File: src/ccas_defs.vh
/*
  Constants for the communications chip access sequencer.
  Assumes a 40 MHz master clock on I_MCLK.
*/
`ifndef CCAS_DEFS_VH
`define CCAS_DEFS_VH

// ----------------------------------------------------------------------------
// Clock and timing
// ----------------------------------------------------------------------------
`define CCAS_CLK_PERIOD_NS   25
`define CCAS_PHASE_NS        400
`define CCAS_PHASE_CYC       (`CCAS_PHASE_NS / `CCAS_CLK_PERIOD_NS)
`define CCAS_PHASE_CNT_W     4
`define CCAS_RING_W          5
`define CCAS_RING_FIRST      5'h01
`define CCAS_PH_ACCESS       1
`define CCAS_PH_CAPTURE      2
`define CCAS_BIT_RATE        9600
`define CCAS_OVERSAMPLE      32
`define CCAS_CLK_HZ          40000000
`define CCAS_BCLK_HALF       (`CCAS_CLK_HZ / (`CCAS_BIT_RATE * `CCAS_OVERSAMPLE * 2))
`define CCAS_BCLK_CNT_W      8

// ----------------------------------------------------------------------------
// I/O bit addresses on the bit-serial bus
// ----------------------------------------------------------------------------
`define CCAS_BIT_ADDR_W      4
`define CCAS_BIT_SEL0        4'h8
`define CCAS_BIT_SEL1        4'h9
`define CCAS_BIT_SEL2        4'ha
`define CCAS_BIT_STROBE      4'hb
`define CCAS_BIT_MRESET      4'hc

// ----------------------------------------------------------------------------
// Addresses and reset values
// ----------------------------------------------------------------------------
`define CCAS_WSEL_W          3
`define CCAS_WSEL_RST        3'h0
`define CCAS_PTR_W           3
`define CCAS_PTR_RST         3'h0
`define CCAS_PTR_STATUS      3'h1
`define CCAS_DATA_W          8
`define CCAS_DATA_RST        8'h00

`endif

File: src/ccas_ring.v
/*
  Ring counter timing a chip access, one phase per 400 ns.
  Assumes the start request is a one-cycle pulse on the same clock.
*/
`timescale 1ns/1ps
`include "ccas_defs.vh"

module ccas_ring (
  // Clock and reset
  input  wire                       i_clk,
  input  wire                       i_arst_n,
  // Control
  input  wire                       i_start,
  // Phases
  output reg  [`CCAS_RING_W-1:0]    o_phase,
  output reg                        o_done
);

  reg                          ring_advance_enable_r;
  reg [`CCAS_PHASE_CNT_W-1:0]  cnt_r;
  wire                         tick;

  assign tick = (cnt_r == `CCAS_PHASE_CYC - 1);

  // ------------------------------------------------------------------------
  // Enable and phase timer
  // ------------------------------------------------------------------------
  always @(posedge i_clk or negedge i_arst_n) begin
    if (!i_arst_n) begin
      ring_advance_enable_r <= 1'b0;
      cnt_r                 <= {`CCAS_PHASE_CNT_W{1'b0}};
      o_phase               <= {`CCAS_RING_W{1'b0}};
      o_done                <= 1'b0;
    end else begin
      o_done <= 1'b0;
      if (i_start && !ring_advance_enable_r) begin
        ring_advance_enable_r <= 1'b1;
        cnt_r                 <= {`CCAS_PHASE_CNT_W{1'b0}};
        o_phase               <= `CCAS_RING_FIRST;
      end else if (ring_advance_enable_r) begin
        if (tick) begin
          cnt_r <= {`CCAS_PHASE_CNT_W{1'b0}};
          if (o_phase[`CCAS_RING_W-1]) begin
            o_phase               <= {`CCAS_RING_W{1'b0}};
            ring_advance_enable_r <= 1'b0;
            o_done                <= 1'b1;
          end else begin
            o_phase <= {o_phase[`CCAS_RING_W-2:0], 1'b0};
          end
        end else begin
          cnt_r <= cnt_r + 1'b1;
        end
      end
    end
  end

endmodule // ccas_ring

File: src/ccas_top.v
/*
  Communications chip access sequencer: turns host bit operations on a
  bit-serial I/O bus into chip reset, strobe and timed access cycles.
  Assumes host bus inputs are already on I_MCLK; the bit clock input
  for the chip is generated here from I_MCLK.
*/
// Overview of operation
// - Master reset clears strobe, word select, pointer and write data
// - Hold word select, clear at cycle end
// - Latch chip pointer, preset status at end
// - Ring counter phases are 400 ns wide
// - Ring starts on the strobe pulse, advances only via registered advance enable
// - Supply 32x 9600 bit/s async clock
// - Bit op on reset bit pulses reset
// - Bit op on strobe bit pulses strobe when not busy
`timescale 1ns/1ps
`include "ccas_defs.vh"

module ccas_top (
  // Clock and reset
  input  wire                        I_MCLK,
  input  wire                        I_ARST_N,
  // Host bit-serial bus
  input  wire                        I_BIT_WE,
  input  wire [`CCAS_BIT_ADDR_W-1:0] I_BIT_ADDR,
  input  wire                        I_BIT_DATA,
  input  wire                        I_LOAD,
  input  wire [`CCAS_DATA_W-1:0]     I_LOAD_DATA,
  input  wire                        I_PTR_LOAD,
  input  wire [`CCAS_PTR_W-1:0]      I_PTR_DATA,
  // Chip side
  input  wire [`CCAS_DATA_W-1:0]     I_CHIP_RDATA,
  output reg  [`CCAS_DATA_W-1:0]     O_CHIP_WDATA,
  output reg  [`CCAS_DATA_W-1:0]     O_STORE_DATA,
  output reg  [`CCAS_WSEL_W-1:0]     O_WORD_SEL,
  output reg  [`CCAS_PTR_W-1:0]      O_CHIP_REG_PTR,
  output reg  [`CCAS_RING_W-1:0]     O_RING_PHASE,
  output reg                         O_CHIP_WR,
  output reg                         O_CHIP_RD,
  output reg                         O_BUSY,
  output reg                         O_RESET_PULSE,
  output reg                         O_STROBE_PULSE,
  output reg                         O_BIT_CLK_X32
);

  reg                         strobe_r;
  reg                         strobe_prev_state_r;
  reg                         rd_cycle_r;
  reg [`CCAS_BCLK_CNT_W-1:0]  bclk_cnt_r;
  wire [`CCAS_RING_W-1:0]     ring_phase;
  wire                        ring_done;
  wire                        bit_op;
  wire                        sel_hit;
  wire                        strobe_op;
  wire                        mreset_op;

  assign bit_op    = I_BIT_WE;
  assign sel_hit   = bit_op && (I_BIT_ADDR >= `CCAS_BIT_SEL0)
                            && (I_BIT_ADDR <= `CCAS_BIT_SEL2);
  assign strobe_op = bit_op && (I_BIT_ADDR == `CCAS_BIT_STROBE);
  assign mreset_op = bit_op && (I_BIT_ADDR == `CCAS_BIT_MRESET);

  // ------------------------------------------------------------------------
  // Ring counter
  // ------------------------------------------------------------------------
  ccas_ring u_ring (
    .i_clk    (I_MCLK),
    .i_arst_n (I_ARST_N),
    .i_start  (O_STROBE_PULSE),
    .o_phase  (ring_phase),
    .o_done   (ring_done)
  );

  // ------------------------------------------------------------------------
  // Command decode and pulses
  // ------------------------------------------------------------------------
  always @(posedge I_MCLK or negedge I_ARST_N) begin
    if (!I_ARST_N) begin
      strobe_r            <= 1'b0;
      strobe_prev_state_r <= 1'b0;
      O_RESET_PULSE       <= 1'b0;
      O_STROBE_PULSE      <= 1'b0;
      O_WORD_SEL          <= `CCAS_WSEL_RST;
      O_CHIP_REG_PTR      <= `CCAS_PTR_RST;
      O_CHIP_WDATA        <= `CCAS_DATA_RST;
      O_STORE_DATA        <= `CCAS_DATA_RST;
      O_RING_PHASE        <= {`CCAS_RING_W{1'b0}};
      O_CHIP_WR           <= 1'b0;
      O_CHIP_RD           <= 1'b0;
      O_BUSY              <= 1'b0;
      rd_cycle_r          <= 1'b0;
    end else begin
      strobe_prev_state_r <= strobe_r;
      O_RESET_PULSE       <= mreset_op;
      O_STROBE_PULSE      <= strobe_op && !O_BUSY;
      O_RING_PHASE        <= ring_phase;
      O_CHIP_WR           <= ring_phase[`CCAS_PH_ACCESS] && !rd_cycle_r;
      O_CHIP_RD           <= ring_phase[`CCAS_PH_ACCESS] && rd_cycle_r;
      if (strobe_op) begin
        strobe_r <= I_BIT_DATA;
      end
      if (sel_hit) begin
        O_WORD_SEL[I_BIT_ADDR[1:0]] <= I_BIT_DATA;
      end
      if (I_LOAD) begin
        O_CHIP_WDATA <= I_LOAD_DATA;
      end
      if (I_PTR_LOAD) begin
        O_CHIP_REG_PTR <= I_PTR_DATA;
      end
      if (strobe_op && !O_BUSY) begin
        O_BUSY     <= 1'b1;
        rd_cycle_r <= I_BIT_DATA;
      end
      if (ring_phase[`CCAS_PH_CAPTURE] && rd_cycle_r) begin
        O_STORE_DATA <= I_CHIP_RDATA;
      end
      if (ring_done) begin
        O_BUSY         <= 1'b0;
        O_WORD_SEL     <= `CCAS_WSEL_RST;
        O_CHIP_REG_PTR <= `CCAS_PTR_STATUS;
      end
      if (mreset_op) begin
        strobe_r       <= 1'b0;
        O_WORD_SEL     <= `CCAS_WSEL_RST;
        O_CHIP_REG_PTR <= `CCAS_PTR_RST;
        O_CHIP_WDATA   <= `CCAS_DATA_RST;
      end
    end
  end

  // ------------------------------------------------------------------------
  // 32x async bit clock
  // ------------------------------------------------------------------------
  always @(posedge I_MCLK or negedge I_ARST_N) begin
    if (!I_ARST_N) begin
      bclk_cnt_r    <= {`CCAS_BCLK_CNT_W{1'b0}};
      O_BIT_CLK_X32 <= 1'b0;
    end else if (bclk_cnt_r == `CCAS_BCLK_HALF - 1) begin
      bclk_cnt_r    <= {`CCAS_BCLK_CNT_W{1'b0}};
      O_BIT_CLK_X32 <= ~O_BIT_CLK_X32;
    end else begin
      bclk_cnt_r <= bclk_cnt_r + 1'b1;
    end
  end

endmodule // ccas_top

File: config.mk
export PLATFORM = sky130hd
export DESIGN_NAME = ccas_top
export DESIGN_NICKNAME = d
export VERILOG_FILES = /design/src/ccas_ring.v /design/src/ccas_top.v
export VERILOG_INCLUDE_DIRS = /design/src
export SDC_FILE = /design/constraint.sdc
export NUM_CORES = 1
export LEC_CHECK = 0
export BUFFER_PORTS_ARGS = -buffer_cell sky130_fd_sc_hd__buf_2
export CAP_MARGIN = 20
export CORE_MARGIN = 2
export CORE_UTILIZATION = 30
export CTS_CLUSTER_DIAMETER = 150
export CTS_CLUSTER_SIZE = 24
export DETAILED_ROUTE_END_ITERATION = 16
export GPL_ROUTABILITY_DRIVEN = 0
export PLACE_DENSITY = 0.62
export SLEW_MARGIN = 20
export SYNTH_ARGS = -nofsm -noshare
export SYNTH_HDL_FRONTEND = slang
export SYNTH_SLANG_ARGS = --single-unit
File: constraint.sdc
create_clock -name I_MCLK -period 1.6 [get_ports I_MCLK]
set_input_delay 0.32 -clock I_MCLK [delete_from_list [all_inputs] [get_ports I_MCLK]]
set_output_delay 0.32 -clock I_MCLK [all_outputs]
set_load 0.02 [all_outputs]
* Yosys cells after proc, flatten, opt, wreduce, memory -nomap -nowiden *
Index checks and enable logic that the tools add are counted.

operators by class
  bitwise operators = 1
  add/subtract/negate cells = 2
  magnitude comparators = 4
  mux-type cells = 29
  eq/ne operators = 4
  reductions and logical operators = 20

operators with widths
  kind                                                                                  count
  8-bit two-way mux                                                                     3
  5-bit two-way mux                                                                     4
  3-bit two-way mux                                                                     6
  4-bit == test (second input constant)                                                 3
  4-bit two-way mux                                                                     3
  1-bit two-way mux                                                                     11
  1-bit logical AND                                                                     10
  8-bit by 1-bit adder with 8-bit output (second input constant)                        1
  8-bit by 7-bit == test with 1-bit output (second input constant)                      1
  2-bit nonzero test                                                                    4
  3-bit nonzero test                                                                    2
  4-bit by 1-bit adder with 4-bit output (second input constant)                        1
  4-bit greater-or-equal comparator (second input constant)                             1
  4-bit <= comparator (second input constant)                                           1
  3-bit bitwise mux                                                                     1
  1-bit logical NOT                                                                     3
  2-bit by 3-bit < comparator with 1-bit output (second input constant)                 1
  1-bit demux with 2-bit select                                                         1
  2-bit by 1-bit greater-or-equal comparator with 1-bit output (second input constant)  1
  2-bit AND reduction                                                                   1
  1-bit NOT                                                                             1

storage, ports and cells
  input bits = 29
  flip-flop bits (word level) = 53
  output and inout bits = 33
  logic and storage cells = 77

* Longest topological paths before layout *
Gate-level depths: netlist of the first run.

  word-level depth = 8
  mapped depth = 4
  depth with buffers taken out = 4

* Modules after synthesis *
Synthesis of the first run repeated with hierarchy kept, for this count alone.

unflattened totals
  cell total of the unflattened synthesis = 171
  area total of the unflattened synthesis = 2164.6 sq um

by module, submodules not included
  module     times used  seq. area each (sq um)  area an instance (sq um)  cells each
  ccas_top   1           1051.0                  1676.6                    125
  ccas_ring  1           275.3                   488.0                     46

* Worst setup path before layout of the first run *
OpenSTA, ideal clock, no wires.

  path kind = flip-flop to flip-flop
  start = register u_ring.cnt_r[0]
  end = register u_ring.o_phase[2]
  required time = 1480 ps
  arrival = 1180 ps
  buffers on the path = 0
  setup slack = 300 ps
  library setup time = 120 ps
  period minus slack after synthesis = 1300 ps
  cell stages (with the launch flop) = 5
  cells stage by stage = dfrtp_1 -> ha_1 -> nand4_1 -> and3_1 -> a31o_2

between the ends
  longest elaborated chain between the ends = 3

RTL lines
  what                           line            text
  start: declaration             ccas_ring.v:20  reg [`CCAS_PHASE_CNT_W-1:0] cnt_r;
  start signal: assignment       ccas_ring.v:31  cnt_r <= {`CCAS_PHASE_CNT_W{1'b0}};
  start signal: assignment       ccas_ring.v:38  cnt_r <= {`CCAS_PHASE_CNT_W{1'b0}};
  start signal: assignment       ccas_ring.v:42  cnt_r <= {`CCAS_PHASE_CNT_W{1'b0}};
  4-bit == test                  ccas_ring.v:23  assign tick = (cnt_r == `CCAS_PHASE_CYC - 1);
  2-bit nonzero test (no line)   n/a
  2-bit AND reduction (no line)  n/a
  end signal: assignment         ccas_ring.v:32  o_phase <= {`CCAS_RING_W{1'b0}};
  end signal: assignment         ccas_ring.v:39  o_phase <= `CCAS_RING_FIRST;
  end signal: assignment         ccas_ring.v:44  o_phase <= {`CCAS_RING_W{1'b0}};
  end: declaration               ccas_ring.v:15  output reg [`CCAS_RING_W-1:0] o_phase,

No other way between the ends.
A chain may end at the register's enable or synchronous reset.

* Final worst setup path of the first run *
  start = register u_ring.cnt_r[0]
  end = register u_ring.o_phase[3]

Same word-level chain as after synthesis.

==> summary.txt, run 1 <==
largest net degree at the start of global routing -> 28
GR Util All Layers -> 10.7%
RSZ-0062 raised after global routing -> no
WP data arrival -> 1.64 ns
Post-DRT Antenna Nets -> 0
Port Buf Inserts -> 61
Post-CTS Setup Bufs -> 0
status -> completed
ys flop type -> dfrtp_1
drt wl/cell -> 11.7 µm
vias after detailed routing -> 1502
slowest CP cell -> dfrtp_1
Post-synth EDFFs -> 0
DIE AREA -> 0.00771 mm²
Boundary Pins -> 62
fmax -> 695 MHz
DR iter-0 viols -> 18
Seq cells post-synth -> 53
Syn Inst Count -> 168
Synth warnings -> 0
Crit path required time -> 1.80 ns
Initial Util -> 31.0%
average size of a mapped cell -> 12.5 µm²
Synth top area share -> 62.9%
vias per std cell -> 4.48
Post-Route Setup TNS -> 0 ns
Row Count -> 30
CTS buffer count -> 5
global route overflow -> 0
mapped cell area -> 0.00211 mm²
CTS tree -> done
crit-path max cell delay -> 0.41 ns
clk sinks -> 53
Seq/Total Area, Yosys -> 62.9%
TritonRoute pass-1 iters -> 4
area grow syn2layout -> 26.5%
Final Cycle Share -> 89.9%
fin crit period -> 1.44 ns
Clock Pin Slew Worst Setup and Hold Paths -> 0.10 ns
number of global-route vias before repair -> 1418
Max clock buf depth -> 2
area of the multi-input gates -> 742 µm²
Synth async-reset ratio -> 100%
Slew Limit Fails -> 0
n_diodes -> 0
crit path cell chain -> ha_1, nand4_1, and3_1, a31o_2
number of max-cap violations -> 0
Synth area leaders -> dfrtp_1, mux2_2, mux2i_1
Top delay family on crit path -> simple AND/OR/NAND/NOR gates
Buf/Inv on CP -> 0
core footprint -> 0.00679 mm²
Die W -> 87.8 µm
total wire length -> 3.91 mm
fill count -> 665
CTS Root Cell -> clkbuf_8
sequential cell area -> 0.00133 mm²
Max H-tree Level -> 2
final setup fails -> 0
Setup crit start kind -> flip-flop
worst reg2reg path depth -> 4
Synth cell types -> 34
hold depth -> 2
CP Capture Type -> flip-flop
layout cells sized above 1 -> 37.2%
fin util -> 39.3%
first-pass GRT wire length -> 6.41 mm
worst min-delay path class -> in -> reg
Chip Height -> 87.8 µm
Post-route DRC -> 0
Worst Skew -> 0.00334 ns
Hold Fails Final Rpt -> 0
crit path kind -> reg -> reg
Worst Hold Slack -> 0.239 ns
P_leak -> 1.34 nW
Worst-Margin Slew -> 0.338 ns
NumNets Final -> 270
relative slew slack -> 77.3%
Post-Syn Nets -> 200
PwrDens -> 1090 mW/mm²
Synth area leader -> dfrtp_1
peak supply drop -> 0.389 mV
Worst Path Max Fanout -> 7
Clock Latency Late Sink -> 0.31 ns
Stages on worst setup path -> 4
initial antenna violation count -> 0
Post-DP HPWL -> 2.87 mm
## state kept, by name (all words and copies together) (netlist names)
name	count
O_BIT_CLK_X32	1
O_CHIP_REG_PTR	3
O_CHIP_WDATA	8
u_ring.o_done	1
O_RING_PHASE	5
O_BUSY	1
O_CHIP_WR	1
O_RESET_PULSE	1
O_CHIP_RD	1
u_ring.ring_advance_enable_r	1
O_STROBE_PULSE	1
O_STORE_DATA	8
O_WORD_SEL	3
u_ring.o_phase	5
u_ring.cnt_r	4
bclk_cnt_r	8
rd_cycle_r	1
## kinds of logic (layout without fill, tap and decap cells)
group / Yosys count / count (layout) / share of synthesized area (%)
mux: 20 / 20 / 10.1
compound gates: 20 / 20 / 6.47
flops: 53 / 53 / 62.9
xor+xnor: 7 / 7 / 2.91
simple gates: 55 / 55 / 13.9
buf+inv: 10 / 81 / 1.90
fa+ha+maj: 3 / 3 / 1.78
## power breakdown
| part | internal, mW | total (mW) | switching (mW) | leakage (nW) |
|---|---|---|---|---|
| Clock | 0.320 | 0.777 | 0.458 | 0.0487 |
| Sequential | 1.49 | 1.62 | 0.129 | 0.665 |
| Combinational | 0.219 | 0.507 | 0.288 | 0.629 |
## worst register-to-register path, cell delays in order, from the launching register on
cell	delay (ns)
dfrtp_1	0.41
ha_1	0.24
nand4_1	0.23
and3_1	0.25
a31o_2	0.21
## worst paths after layout
check                                        from  slack, ns                 to
worst max-delay path              u_ring.cnt_r[0]       0.16  u_ring.o_phase[3]
worst min-delay path              I_CHIP_RDATA[4]       0.24    O_STORE_DATA[4]
worst max register to register    u_ring.cnt_r[0]       0.16  u_ring.o_phase[3]
worst min register to register  u_ring.o_phase[4]       0.41    O_RING_PHASE[4]
max in group asynchronous                I_ARST_N       0.70         rd_cycle_r
min in group asynchronous                I_ARST_N       0.45    O_CHIP_WDATA[7]
## cell usage after synthesis (2+ instances only)
cell      count
inv_1         6
dfrtp_1      53
o211ai_1      2
nor2_1       18
o21ai_0       3
ha_1          3
a21oi_1       5
and4b_1       2
and3_1        3
a22o_1        3
nor2b_1       4
nand4_1       3
mux2i_1      10
buf_2         2
xor2_1        4
a31o_2        3
a211oi_1      2
nand3b_1      2
nor3_1        4
mux2_2       10
xnor2_1       3
nand3_1       4
nand2_1       7
or4_1         2
## layer usage
metal	share of wire (%)	routed length, µm	vias up	track usage [%]
met2	44	1720	57	17.1
met3	7.1	277	6	2.36
li1	-	-	727	-
met4	1.5	58	0	5.03
met1	47	1850	712	13.9
met5	0	0	-	0
## through the flow
stage | area (µm²) | std cells | power, mW | setup slack (ns)
final | 2670 | 335 | 2.91 | 0.162
after global routing | 2670 | 335 | 3.09 | 0.0654
after CTS | 2670 | 335 | 2.96 | 0.154
after detailed placement | 2560 | 326 | 2.16 | 0.167
after global placement | 2560 | 326 | 2.15 | 0.215
after floorplan | 2110 | 168 | 1.94 | 0.300
## layout make-up
class	instances	area share (%)
clock buffer	5	2.58
clock inverter	3	0.985
inverter	7	0.985
multi-input combinational	105	27.8
sequential	53	49.7
tap	96	4.50
timing repair buffer	66	13.4
## layout by cell type (no fill, tap or decap), types with 2 or more instances in the layout
cell and n:
inv_1 6, clkinv_4 2, or4_1 2, nor3_1 4, buf_2 61, a22o_1 3
nand3_1 4, a21oi_1 5, nand2_1 7, nand4_1 3, mux2i_1 10, o21ai_0 3
a211oi_1 2, and3_1 3, mux2_2 10, buf_4 3, xor2_1 4, clkbuf_8 5
dfrtp_1 53, nor2_1 18, o211ai_1 2, a31o_2 3, nand3b_1 2, nor2b_1 4
ha_1 3, xnor2_1 3, and4b_1 2
## repair_timing
action	in CTS	in global routing
hold endpoints to repair	11	0
hold buffers	1	0
resized for setup	0	0
No activity file was read; power rests on OpenSTA's default activity.
==> run 2, diff against run 1 <==
--- a/config.mk
+++ b/config.mk
@@ -6,10 +6,11 @@
 export SDC_FILE = /design/constraint.sdc
 export NUM_CORES = 1
 export LEC_CHECK = 0
-export BUFFER_PORTS_ARGS = -buffer_cell sky130_fd_sc_hd__buf_2
+export BUFFER_PORTS_ARGS = -buffer_cell sky130_fd_sc_hd__buf_4
 export CAP_MARGIN = 20
 export CORE_MARGIN = 2
 export CORE_UTILIZATION = 30
+export CTS_BUF_LIST = sky130_fd_sc_hd__clkbuf_2 sky130_fd_sc_hd__clkbuf_4 sky130_fd_sc_hd__clkbuf_8
 export CTS_CLUSTER_DIAMETER = 150
 export CTS_CLUSTER_SIZE = 24
 export DETAILED_ROUTE_END_ITERATION = 16
==> summary.txt, run 2 (synthesis gave the netlist of run 1 again) <==
clk sinks -> 53 (unchanged)
net switching power -> 864 µW (-1.3%)
CTS Root Cell -> clkbuf_8
Worst Path Max Fanout -> 7 (unchanged)
P_leak -> 1.39 nW (+3.8%)
crit path cell chain -> ha_1, nand4_1, and3_1, a31o_2
DR iter-0 viols -> 54 (+36)
RSZ-0062 raised after global routing -> no
vias per std cell -> 4.54 (+1.2%)
Gates resized, CTS repair -> 0 (unchanged)
core footprint -> 0.00679 mm² (unchanged)
Clock Latency Late Sink -> 0.31 ns (about the same)
Worst Skew -> 0.00560 ns (+0.00226 ns)
Boundary Pins -> 62 (unchanged)
Max clock buf depth -> 2 (unchanged)
Post-route DRC -> 0 (unchanged)
peak supply drop -> 0.344 mV (-12%)
Top delay family on crit path -> simple AND/OR/NAND/NOR gates
number of global-route vias before repair -> 1417 (-0.071%)
Setup crit start kind -> flip-flop
fin crit period -> 1.46 ns (+0.0182 ns)
first-pass GRT wire length -> 6.40 mm (-0.22%)
largest net degree at the start of global routing -> 28 (unchanged)
Post-Route Setup TNS -> 0 ns (unchanged)
PwrDens -> 1150 mW/mm² (+5.2%)
Buf/Inv on CP -> 0 (unchanged)
commonest non-fill, non-tap cell in the layout -> buf_4
Hold Fails Final Rpt -> 0 (unchanged)
WP data arrival -> 1.66 ns (+0.02 ns)
Chip Height -> 87.8 µm (unchanged)
Post-DRT Antenna Nets -> 0 (unchanged)
Post-DP HPWL -> 2.91 mm (+1.6%)
initial antenna violation count -> 0 (unchanged)
worst min-delay path class -> in -> reg
fmax -> 687 MHz (-1.2%)
CP Capture Type -> flip-flop
Die W -> 87.8 µm (unchanged)
slowest CP cell -> dfrtp_1
overall power -> 3.26 mW (+12%)
global route overflow -> 0 (unchanged)
Worst-Margin Slew -> 0.356 ns (+0.0186 ns)
TritonRoute pass-1 iters -> 4 (unchanged)
Final Cycle Share -> 91.0% (+1.1 points)
fill count -> 654 (-1.7%)
Row Count -> 30 (unchanged)
Sequential Power Share -> 49.9% (-5.9 points)
Max H-tree Level -> 2 (unchanged)
Initial Util -> 31.0% (unchanged)
CTS buffer count -> 5 (unchanged)
most frequent cells in the layout -> buf_4, dfrtp_1, nor2_1, mux2_2, mux2i_1
CTS tree -> done
Clock Pin Slew Worst Setup and Hold Paths -> 0.10 ns (about the same)
number of max-cap violations -> 0 (unchanged)
total internal power -> 2.40 mW (+18%)
vias after detailed routing -> 1511 (+0.60%)
status -> completed
Port Buf Inserts -> 61 (unchanged)
Crit path required time -> 1.81 ns (about the same)
drt wl/cell -> 12.2 µm (+4.5%)
total wire length -> 4.06 mm (+3.9%)
Slew Limit Fails -> 0 (unchanged)
area grow syn2layout -> 34.9%
crit-path max cell delay -> 0.41 ns (about the same)
relative slew slack -> 76.2% (-1.0 points)
layout cells sized above 1 -> 36.7% (-0.53 points)
Comb power frac -> 17.5% (about the same)
GR Util All Layers -> 10.9% (+0.16 points)
Clk pwr share -> 32.6% (+5.9 points)
n_diodes -> 0 (unchanged)
sw frac -> 26.5% (-3.6 points)
final setup fails -> 0 (unchanged)
NumNets Final -> 268 (-0.74%)
crit path kind -> reg -> reg
Top Registers -> O_CHIP_WDATA (8), O_STORE_DATA (8), bclk_cnt_r (8)
DIE AREA -> 0.00771 mm² (unchanged)
-- run 2: area by class of cell --
type                       instances  area [µm²]  area share [%]
tap                               96         120            4.22
sequential                        53        1330            46.6
inverter                           7        26.3           0.924
timing repair buffer              64         495            17.4
multi-input combinational        105         742            26.1
clock inverter                     3        65.1            2.29
clock buffer                       5        68.8            2.42
-- run 2: worst paths after layout --
path                       slack, ns         startpoint  cells after the start           endpoint
min in group asynchronous       0.46           I_ARST_N                      2    O_CHIP_WDATA[6]
min reg2reg                     0.40  u_ring.o_phase[4]                      0    O_RING_PHASE[4]
max                             0.14    u_ring.cnt_r[0]                      4  u_ring.o_phase[3]
max reg2reg                     0.14    u_ring.cnt_r[0]                      4  u_ring.o_phase[3]
min                             0.24    I_CHIP_RDATA[4]                      2    O_STORE_DATA[4]
max in group asynchronous       0.68           I_ARST_N                      3  u_ring.o_phase[4]
-- run 2: power by group through the flow --
stage	combinational (mW)	sequential, mW	clock (mW)
after floorplan	0.226	1.72	0
after detailed placement	0.578	1.65	0
after global placement	0.569	1.65	0
after CTS	0.583	1.63	1.09
final	0.571	1.63	1.06
after global routing	0.634	1.65	1.15
-- run 2: repair_timing --
action / CTS / global route
endpoints found under the hold margin: 26 / 0
hold buffers: 1 / 0
setup buffers: 0 / 0
-- run 2: through the flow --
step | std cells | hold slack [ns] | util [%] | cell area (µm²) | setup slack [ns]
4_1_cts | 333 | 0.229 | 41.9 | 2840 | 0.149
5_1_grt | 333 | 0.229 | 41.9 | 2840 | 0.0458
6_report | 333 | 0.237 | 41.9 | 2840 | 0.143
2_1_floorplan | 168 | 0.0244 | - | 2110 | 0.300
3_3_place_gp | 324 | 0.258 | 39.7 | 2700 | 0.216
3_5_place_dp | 324 | 0.264 | 39.7 | 2700 | 0.156
-- run 2: metal layers --
layer | wire, µm | GRT usage [%] | vias to the layer above
met5 | 0 | 0 | -
met4 | 68 | 4.20 | 0
met3 | 318 | 4.05 | 6
met2 | 1820 | 17.3 | 55
met1 | 1860 | 13.6 | 727
li1 | - | - | 723
==> run 3, diff against run 2 <==
--- a/config.mk
+++ b/config.mk
@@ -16,6 +16,7 @@
 export DETAILED_ROUTE_END_ITERATION = 16
 export GPL_ROUTABILITY_DRIVEN = 0
 export PLACE_DENSITY = 0.62
+export REMOVE_ABC_BUFFERS = 1
 export SLEW_MARGIN = 20
 export SYNTH_ARGS = -nofsm -noshare
 export SYNTH_HDL_FRONTEND = slang
==> summary.txt, run 3 (synthesis gave the netlist of run 1 again) <==
fmax -> 687 MHz (about the same)
Slew Limit Fails -> 0 (unchanged)
Max H-tree Level -> 2 (unchanged)
drt wl/cell -> 12.1 µm (-0.66%)
Buf/Inv on CP -> 0 (unchanged)
CTS tree -> done
status -> completed
Post-CTS Setup Bufs -> 0 (unchanged)
number of max-cap violations -> 0 (unchanged)
crit path kind -> reg -> reg
R2R setup slack -> 0.14 ns (about the same)
core footprint -> 0.00679 mm² (unchanged)
worst min-delay path class -> in -> async
Boundary Pins -> 62 (unchanged)
cts hold-fix bufs -> 0 (-1)
crit-path max cell delay -> 0.41 ns (about the same)
Top Metal Used -> met4
Clock Latency Late Sink -> 0.30 ns (about the same)
met1 WL -> 1.85 mm (-0.70%)
first-pass GRT wire length -> 6.44 mm (+0.75%)
WL met2 -> 1.82 mm (unchanged)
Gates resized, CTS repair -> 0 (unchanged)
Chip Height -> 87.8 µm (unchanged)
Post-DP HPWL -> 2.87 mm (-1.3%)
reg-to-reg startpoint -> u_ring.cnt_r[0]
Top Registers -> O_CHIP_WDATA (8), O_STORE_DATA (8), bclk_cnt_r (8)
peak supply drop -> 0.411 mV (+19%)
PwrDens -> 1120 mW/mm² (-2.5%)
Post-Route Setup TNS -> 0 ns (unchanged)
Port Buf Inserts -> 61 (unchanged)
RSZ-0062 raised after global routing -> no
Top delay family on crit path -> simple AND/OR/NAND/NOR gates
vias per std cell -> 4.50 (-0.79%)
crit path cell chain -> ha_1, nand4_1, and3_1, a31o_2
clk sinks -> 53 (unchanged)
n_diodes -> 0 (unchanged)
vias after detailed routing -> 1490 (-1.4%)
Max clock buf depth -> 2 (unchanged)
NumNets Final -> 266 (-0.75%)
initial antenna violation count -> 0 (unchanged)
Final Cycle Share -> 91.0% (about the same)
most frequent cells in the layout -> buf_4, dfrtp_1, nor2_1, mux2_2, mux2i_1
TritonRoute pass-1 iters -> 4 (unchanged)
Row Count -> 30 (unchanged)
Die W -> 87.8 µm (unchanged)
total wire length -> 4.01 mm (-1.3%)
Hold Fails Final Rpt -> 0 (unchanged)
Worst-Margin Slew -> 0.648 ns (+0.292 ns)
Worst Path Max Fanout -> 7 (unchanged)
GR Util All Layers -> 10.7% (-0.22 points)
Worst Skew -> 0.00623 ns (+0.000633 ns)
DR iter-0 viols -> 75 (+39%)
Post-route DRC -> 0 (unchanged)
relative slew slack -> 56.8% (-19 points)
Initial Util -> 31.0% (unchanged)
commonest non-fill, non-tap cell in the layout -> buf_4
Setup crit start kind -> flip-flop
global route overflow -> 0 (unchanged)
DIE AREA -> 0.00771 mm² (unchanged)
number of global-route vias before repair -> 1428 (+0.78%)
largest net degree at the start of global routing -> 54 (+93%)
CP startpoint -> u_ring.cnt_r[0]
area grow syn2layout -> 32.8%
Clock Pin Slew Worst Setup and Hold Paths -> 0.09 ns (about the same)
reg-to-reg endpoint -> u_ring.o_phase[2]
slowest CP cell -> dfrtp_1
Post-DRT Antenna Nets -> 0 (unchanged)
CTS buffer count -> 5 (unchanged)
WP data arrival -> 1.65 ns (about the same)
CTS Root Cell -> clkbuf_8
met3 routed WL -> 257 µm (-19%)
fin crit period -> 1.46 ns (-0.000634 ns)
fin util -> 41.2% (-0.64 points)
layout cells sized above 1 -> 36.6% (-0.11 points)
final setup fails -> 0 (unchanged)
worst reg2reg path depth -> 4 (unchanged)
Crit path required time -> 1.79 ns (-0.02 ns)
CP Capture Type -> flip-flop
P_leak -> 1.37 nW (-1.4%)
run 3: cell count changes in the layout (fill, tap and decap cells not counted), sizes merged:
cell | before | now
clkinv | 1 | 0
dlygate4sd3 | 1 | 0
clkbuf | 5 | 7
buf | 63 | 62
bufinv | 2 | 1
run 3: stage by stage:
step / total power [mW] / area [µm²] / cells / hold slack, ns / setup slack, ns
floorplan: 1.93 / 2090 / 165 / 0.0244 / 0.297
global placement: 2.21 / 2680 / 323 / 0.392 / 0.208
detailed placement: 2.22 / 2680 / 323 / 0.387 / 0.179
CTS: 3.18 / 2800 / 331 / 0.0662 / 0.148
global route: 3.31 / 2800 / 331 / 0.0965 / 0.0357
finish: 3.13 / 2800 / 331 / 0.0481 / 0.144
run 3: worst reg2reg max path: cells and delay by family, from the launching register on:
kind,cells,cell delay (ns)
adders and majority gates,1,0.24
and+or+nand+nor,2,0.48
AOI/OAI and AO/OA,1,0.21
DFF,1,0.41
run 3: layer usage:
layer  up-vias  global-route usage, %
li1        718                      -
met1       715                   13.4
met2        47                   17.3
met3        10                   2.83
met4         0                   4.76
met5         -                      0
run 3: how the worst max path moves through the flow:
stage / depth (start not counted) / end / slack, ns
6_report: 4 / u_ring.o_phase[2] / 0.14
5_1_grt: 4 / u_ring.o_phase[2] / 0.04
4_1_cts: 4 / u_ring.o_phase[2] / 0.15
3_5_place_dp: 4 / u_ring.o_phase[2] / 0.18
3_3_place_gp: 4 / u_ring.o_phase[4] / 0.21
2_1_floorplan: 4 / u_ring.o_phase[2] / 0.30
run 3: area by class of cell:
class | count | area, µm²
fill | 663 | 3990
multi-input combinational | 105 | 742
timing repair buffer | 62 | 465
sequential | 53 | 1330
tap | 96 | 120
clock inverter | 1 | 30.0
inverter | 7 | 26.3
clock buffer | 7 | 90.1
run 3: power breakdown:
part	internal, mW	leakage (nW)	switching [mW]	total (mW)
combinational	0.272	0.647	0.285	0.557
clock	0.527	0.0619	0.420	0.947
sequential	1.49	0.665	0.132	1.63
total	2.29	1.37	0.836	3.13
